### src/include/ccu_defines.svh
/*
  Constants for the checksum calculation unit: offsets, reset values, polynomial, timing.
  Assumes inclusion by bare name from the package and the design files.
*/
`ifndef CCU_DEFINES_SVH
`define CCU_DEFINES_SVH

// --------------------------------------------------------------------------
// register map (byte offsets)
// --------------------------------------------------------------------------
`define CCU_OFS_DATA      8'h00
`define CCU_OFS_SCRATCH   8'h04
`define CCU_OFS_CTRL      8'h08

// --------------------------------------------------------------------------
// reset values and fields
// --------------------------------------------------------------------------
`define CCU_DATA_RST      32'hFFFFFFFF
`define CCU_SCRATCH_RST   8'h00
`define CCU_ZERO32        32'h00000000
`define CCU_ZERO24        24'h000000
`define CCU_ZERO31        31'h00000000
`define CCU_CTRL_RESET_BIT 0
`define CCU_POLY          32'h04C11DB7

// --------------------------------------------------------------------------
// timing
// --------------------------------------------------------------------------
`define CCU_CALC_CYCLES   3'h4
`define CCU_BITS_PER_STEP 8
`define CCU_CNT_ONE       3'h1

`endif

### src/include/ccu_pkg.sv
/*
  Types of the checksum calculation unit.
  Assumes ccu_defines.svh is on the include path.
*/
package ccu_pkg;
  `include "ccu_defines.svh"

  // bus request carried as one bundle
  typedef struct packed {
    logic        sel;
    logic        write;
    logic [7:0]  addr;
    logic [31:0] wdata;
  } ccu_req_s;

  typedef enum logic [1:0] {
    CCU_IDLE = 2'h0,
    CCU_CALC = 2'h1
  } ccu_state_e;
endpackage

### src/rtl/ccu_step.sv
/*
  One slice of the checksum engine: folds eight data bits, msb first, into the running value.
  Assumes purely combinational use inside the main unit.
*/
`timescale 1ns/1ps
`include "ccu_defines.svh"
module ccu_step
  import ccu_pkg::*;
(
  // running value and data slice
  input  wire logic [31:0] crc_i,
  input  wire logic [7:0]  data_i,
  // folded value
  output logic      [31:0] crc_o
);
  always_comb begin
    logic [31:0] c;
    c = crc_i;
    for (int b = `CCU_BITS_PER_STEP - 1; b >= 0; b--) begin
      if (c[31] ^ data_i[b]) begin
        c = {c[30:0], 1'b0} ^ `CCU_POLY;
      end else begin
        c = {c[30:0], 1'b0};
      end
    end
    crc_o = c;
  end
endmodule // ccu_step

### src/rtl/ccu_top.sv
/*
  Checksum calculation unit: data, scratch and control registers on a simple word bus.
  Assumes a bus master on ref_clk_i that holds a request while wait_o is high, using
  only full word transfers.
*/
`timescale 1ns/1ps
`include "ccu_defines.svh"
module ccu_top
  import ccu_pkg::*;
(
  // clock and reset
  input  wire logic        ref_clk_i,
  input  wire logic        rstn_i,
  // register bus
  input  wire ccu_req_s    req_i,
  output logic      [31:0] rdata_o,
  output logic             wait_o,
  output logic             err_o
);
  // --------------------------------------------------------------------------
  // state
  // --------------------------------------------------------------------------
  ccu_state_e  state_ff, nxt_state;
  logic [31:0] crc_ff, nxt_crc;
  logic [31:0] word_ff, nxt_word;
  logic [2:0]  cnt_ff, nxt_cnt;
  logic [7:0]  scratch_ff, nxt_scratch;
  logic [31:0] rdata_ff, nxt_rdata;
  logic        err_ff, nxt_err;
  logic [31:0] step_out;

  // --------------------------------------------------------------------------
  // decode
  // --------------------------------------------------------------------------
  wire hit_data    = req_i.addr == `CCU_OFS_DATA;
  wire hit_scratch = req_i.addr == `CCU_OFS_SCRATCH;
  wire hit_ctrl    = req_i.addr == `CCU_OFS_CTRL;
  wire hit_any     = hit_data | hit_scratch | hit_ctrl;
  wire busy        = state_ff == CCU_CALC;
  // any access waits while busy: a read must not see a half folded value
  wire take        = req_i.sel & ~busy;
  wire wr_data     = take & req_i.write & hit_data;
  wire wr_scratch  = take & req_i.write & hit_scratch;
  wire wr_reset    = take & req_i.write & hit_ctrl & req_i.wdata[`CCU_CTRL_RESET_BIT];
  wire [7:0] slice = word_ff[31:24];
  wire last_step   = cnt_ff == `CCU_CALC_CYCLES;
  // accepted reads by target; named so the checks below stay readable
  wire rd_take     = take & ~req_i.write;
  wire rd_data     = rd_take & hit_data;
  wire rd_scratch  = rd_take & hit_scratch;
  wire rd_ctrl     = rd_take & hit_ctrl;

  ccu_step u_step (
    .crc_i  (crc_ff),
    .data_i (slice),
    .crc_o  (step_out)
  );

  // --------------------------------------------------------------------------
  // next state
  // --------------------------------------------------------------------------
  always_comb begin
    nxt_state   = state_ff;
    nxt_crc     = crc_ff;
    nxt_word    = word_ff;
    nxt_cnt     = cnt_ff;
    nxt_scratch = scratch_ff;
    unique case (state_ff)
      CCU_IDLE: begin
        if (wr_data) begin
          nxt_word  = req_i.wdata;
          nxt_cnt   = `CCU_CNT_ONE;
          nxt_state = CCU_CALC;
        end
      end
      CCU_CALC: begin
        nxt_crc  = step_out;
        nxt_word = {word_ff[23:0], 8'h00};
        nxt_cnt  = cnt_ff + `CCU_CNT_ONE;
        if (last_step) begin
          nxt_state = CCU_IDLE;
        end
      end
      default: nxt_state = CCU_IDLE;
    endcase
    // control reset bit is a pulse: it is never stored, so it reads back zero
    if (wr_reset) begin
      nxt_crc = `CCU_DATA_RST;
    end
    if (wr_scratch) begin
      nxt_scratch = req_i.wdata[7:0];
    end
  end

  // reads; the ctrl register always reads zero
  always_comb begin
    nxt_rdata = rdata_ff;
    nxt_err   = 1'b0;
    if (take) begin
      nxt_err = ~hit_any;
      if (!req_i.write) begin
        if (hit_data) begin
          nxt_rdata = crc_ff;
        end else if (hit_scratch) begin
          nxt_rdata = {`CCU_ZERO24, scratch_ff};
        end else begin
          nxt_rdata = `CCU_ZERO32;
        end
      end
    end
  end

  // --------------------------------------------------------------------------
  // registers
  // --------------------------------------------------------------------------
  // calculation engine
  always_ff @(posedge ref_clk_i) begin
    if (!rstn_i) begin
      state_ff   <= CCU_IDLE;
      crc_ff     <= `CCU_DATA_RST;
      word_ff    <= `CCU_ZERO32;
      cnt_ff     <= 3'h0;
    end else begin
      state_ff   <= nxt_state;
      crc_ff     <= nxt_crc;
      word_ff    <= nxt_word;
      cnt_ff     <= nxt_cnt;
    end
  end

  // bus side; the scratch byte has its own write enable so a reload never reaches it
  always_ff @(posedge ref_clk_i) begin
    if (!rstn_i) begin
      scratch_ff <= `CCU_SCRATCH_RST;
      rdata_ff   <= `CCU_ZERO32;
      err_ff     <= 1'b0;
    end else begin
      scratch_ff <= nxt_scratch;
      rdata_ff   <= nxt_rdata;
      err_ff     <= nxt_err;
    end
  end

  assign wait_o  = req_i.sel & busy;
  assign rdata_o = rdata_ff;
  assign err_o   = err_ff;

  // --------------------------------------------------------------------------
  // register checks
  // --------------------------------------------------------------------------
  wire at_rst_vals = (crc_ff == `CCU_DATA_RST) && (scratch_ff == `CCU_SCRATCH_RST);
endmodule // ccu_top

### config.mk
export PLATFORM = sky130hd
export DESIGN_NAME = ccu_top
export DESIGN_NICKNAME = d
export VERILOG_FILES = /design/src/include/ccu_pkg.sv /design/src/rtl/ccu_step.sv /design/src/rtl/ccu_top.sv
export VERILOG_INCLUDE_DIRS = /design/src /design/src/include
export SDC_FILE = /design/constraint.sdc
export NUM_CORES = 1
export LEC_CHECK = 0
export ABC_AREA = 1
export BUFFER_PORTS_ARGS = -buffer_cell sky130_fd_sc_hd__clkbuf_2
export CORE_UTILIZATION = 50
export DETAILED_ROUTE_END_ITERATION = 7
export HOLD_SLACK_MARGIN = 0.08
export MAX_ROUTING_LAYER = met4
export PLACE_DENSITY_LB_ADDON = 0.25
export REMOVE_ABC_BUFFERS = 1
export SETUP_SLACK_MARGIN = 0.4
export SYNTH_ARGS = -nofsm -noshare
export SYNTH_HDL_FRONTEND = slang
export SYNTH_SLANG_ARGS = --single-unit
### constraint.sdc
create_clock -name ref_clk_i -period 3.2 [get_ports ref_clk_i]
set_input_delay 0.96 -clock ref_clk_i [delete_from_list [all_inputs] [get_ports ref_clk_i]]
set_output_delay 0.96 -clock ref_clk_i [all_outputs]
set_load 0.01 [all_outputs]
==> metrics <==
Antenna Cells=0; register area share after synthesis=0.409; pwr/cell area=393 nW/um^2; Tcrit/Tclk final=0.703; status=completed; R2R Setup Slk=1.37 ns; number of flops mapped to enable cells by yosys=0; setup ws final=0.949 ns; Data required, critical path=2.24 ns; remaining global-route overflow=0; placement row count=37; # Post-CTS Setup Buffers=0; slew margin rel.=0.309; Final Instance Area=5960 um^2; Yosys warnings=0; top_reg_cell synth=dfxtp_1; Max Slew Vio Count=0; GPL Wtd Cong=0.859; top cells by instance count after synthesis=nand2_1 (195), dfxtp_1 (109), a21oi_1 (101); cell mode on critical path=clkbuf_2; dominant cells by area after synthesis=dfxtp_1 (41%), nand2_1 (14%), a21oi_1 (9.5%), o21ai_0 (5.4%), nand3_1 (4.4%); critical path peak fanout=3; post-route setup TNS=0 ns; clock slew at reported path FFs=0.09 ns; Max Cap Viol=0; maximum vdd drop=0.000265 V; core area=10300 um^2; crit path cell chain=clkbuf_2 > nand2_1 > inv_1 > clkbuf_2; initial DRC count=272; Crit-path slowest cell=clkbuf_2; number of antenna violations at the first check in global routing=0; Synth Cell Area=5330 um^2; Yosys cell types=34; Post-DRT Antenna Nets=0; Root Driver=clkbuf_8; Die ar.=11100 um^2; initial core utilization=0.516; Peak Freq=444 MHz; DR vias=4972; Port Buf Inserts=77; RSZ-0062 raised after global routing=no; Synth async-reset ratio=0; Die W=105 um; Via-to-Cell Ratio=5.37; final setup fails=0; vias in the first global route=4693; total CTS buffers=9; final hold vios=0; most common cell in the netlist=nand2_1; CTS tree=yes; first-pass GRT wire length=22500 um; largest net degree at the start of global routing=60; final WL=13300 um; drc violations=0; Worst setup SP type=primary input; Mapped Avg Cell Area=7.31 um^2; LEAKAGE=0.00252 uW; Worst setup EP type=output pin; Clock Tree Buf Depth=2; area leader, netlist=dfxtp_1; CP max stage delay=0.12 ns; clk sinks=109; IO Pins=78; Tmin final=2.25 ns; die height=105 um; worst slew pin tran=1.04 ns; flops & latches, synth=109; Hold-fix buffers, CTS=0; # H-tree levels=3; pre-CTS setup slack=0.745 ns; critical path class=in -> out; area share of the largest cell type after synthesis=0.409; GRT Overall Usage=0.258; Synth Instances=729; Cell Area, Placed=5780 um^2; fill cell count=1023; Worst Skew=0.0137 ns; layout net count=831; layout cell share with drive strength beyond 1=0.178; Worst Hold Class=reg -> reg; Resize count post-CTS=0; Initial DRT Pass Iterations=4; DP Wirelength=9190 um; Clk Latency, worst-skew pair=0.36 ns; worst endpoint data arrival time=1.29 ns; DR WL/cell=14.4 um; area delta synth->final=11.7%
[per-stage QoR]
step	power [uW]	utilization	hold slack, ns	instances
3_5_place_dp	1590	0.559	0.443	910
6_report	2340	0.577	0.457	926
3_3_place_gp	1580	0.559	0.443	910
4_1_cts	2360	0.577	0.457	926
2_1_floorplan	1500	-	0.424	689
5_1_grt	2430	0.577	0.473	926
[layout by cell type (no fill, tap or decap), types with 2 or more instances in the layout]
| cell type | synthesis | final |
|---|---|---|
| a32oi_1 | 18 | 18 |
| inv_2 | 8 | 8 |
| nand3b_1 | 2 | 2 |
| ha_1 | 2 | 2 |
| nand3_1 | 47 | 47 |
| xnor2_1 | 8 | 8 |
| inv_6 | 0 | 2 |
| clkbuf_8 | 0 | 10 |
| nand2_2 | 11 | 11 |
| nor2_4 | 0 | 2 |
| or2_1 | 4 | 4 |
| o211ai_1 | 11 | 11 |
| inv_1 | 51 | 51 |
| xor2_2 | 2 | 2 |
| buf_4 | 3 | 8 |
| nand2_1 | 195 | 195 |
| a21oi_1 | 101 | 101 |
| nand3_2 | 2 | 2 |
| clkinv_2 | 0 | 2 |
| dfxtp_1 | 109 | 108 |
| nand2_4 | 7 | 7 |
| nor2_1 | 16 | 14 |
| a31oi_1 | 6 | 6 |
| o21ai_0 | 57 | 57 |
| xor2_1 | 22 | 22 |
| nor2_2 | 2 | 2 |
| clkbuf_2 | 0 | 77 |
[layer usage]
| metal | wire (um) | vias up | track usage |
|---|---|---|---|
| met3 | 705 | 17 | 0.0247 |
| met4 | 233 | 0 | 0.0875 |
| met2 | 6350 | 157 | 0.419 |
| met5 | 0 | - | - |
| li1 | - | 2525 | - |
| met1 | 6020 | 2273 | 0.337 |
[report_power, final]
part           switching [uW]  internal, uW  total [uW]
registers                13.7          1380        1390
logic                     100          60.3         160
clock network             476           310         786
total                     590          1750        2340
[kinds of logic (layout without fill, tap and decap cells)]
group / after synthesis / after routing / synth area share
adders and majority gates: 2 / 2 / 0.00469
xor gates and xnor gates: 34 / 34 / 0.0657
buffers and inverters: 99 / 160 / 0.0767
and+or+nand+nor: 290 / 290 / 0.239
DFF: 109 / 109 / 0.409
AOI/OAI and AO/OA: 195 / 195 / 0.204
[sequential cells by signal, indices dropped and copies added, names as in the netlist]
name	count
cnt_ff	3
crc_ff	32
err_o	1
scratch_ff	8
rdata_o	32
state_ff	1
word_ff	32
[final timing paths]
path / start / endpoint / cells past startpoint
worst max register to register: state_ff[0] / scratch_ff[1] / 7
worst max-delay path: req_i[41] / wait_o / 4
worst min register to register: scratch_ff[4] / scratch_ff[4] / 2
worst min-delay path: scratch_ff[4] / scratch_ff[4] / 2
[cell type report]
| type | instances | area [um^2] | share of cell area |
|---|---|---|---|
| clock buffers | 10 | 138 | 0.0231 |
| clock inverters | 6 | 43.8 | 0.00735 |
| inverters | 59 | 221 | 0.0372 |
| multi-input cells | 521 | 2760 | 0.463 |
| flip-flops and latches | 109 | 2180 | 0.367 |
| well taps | 136 | 170 | 0.0286 |
| repair buffers | 85 | 445 | 0.0748 |
[critical path: cells and delay by family]
family | cells | cell delay [ns]
and+or+nand+nor | 1 | 0.06
buffers and inverters | 3 | 0.27
Power figures use the tool's default switching activity.
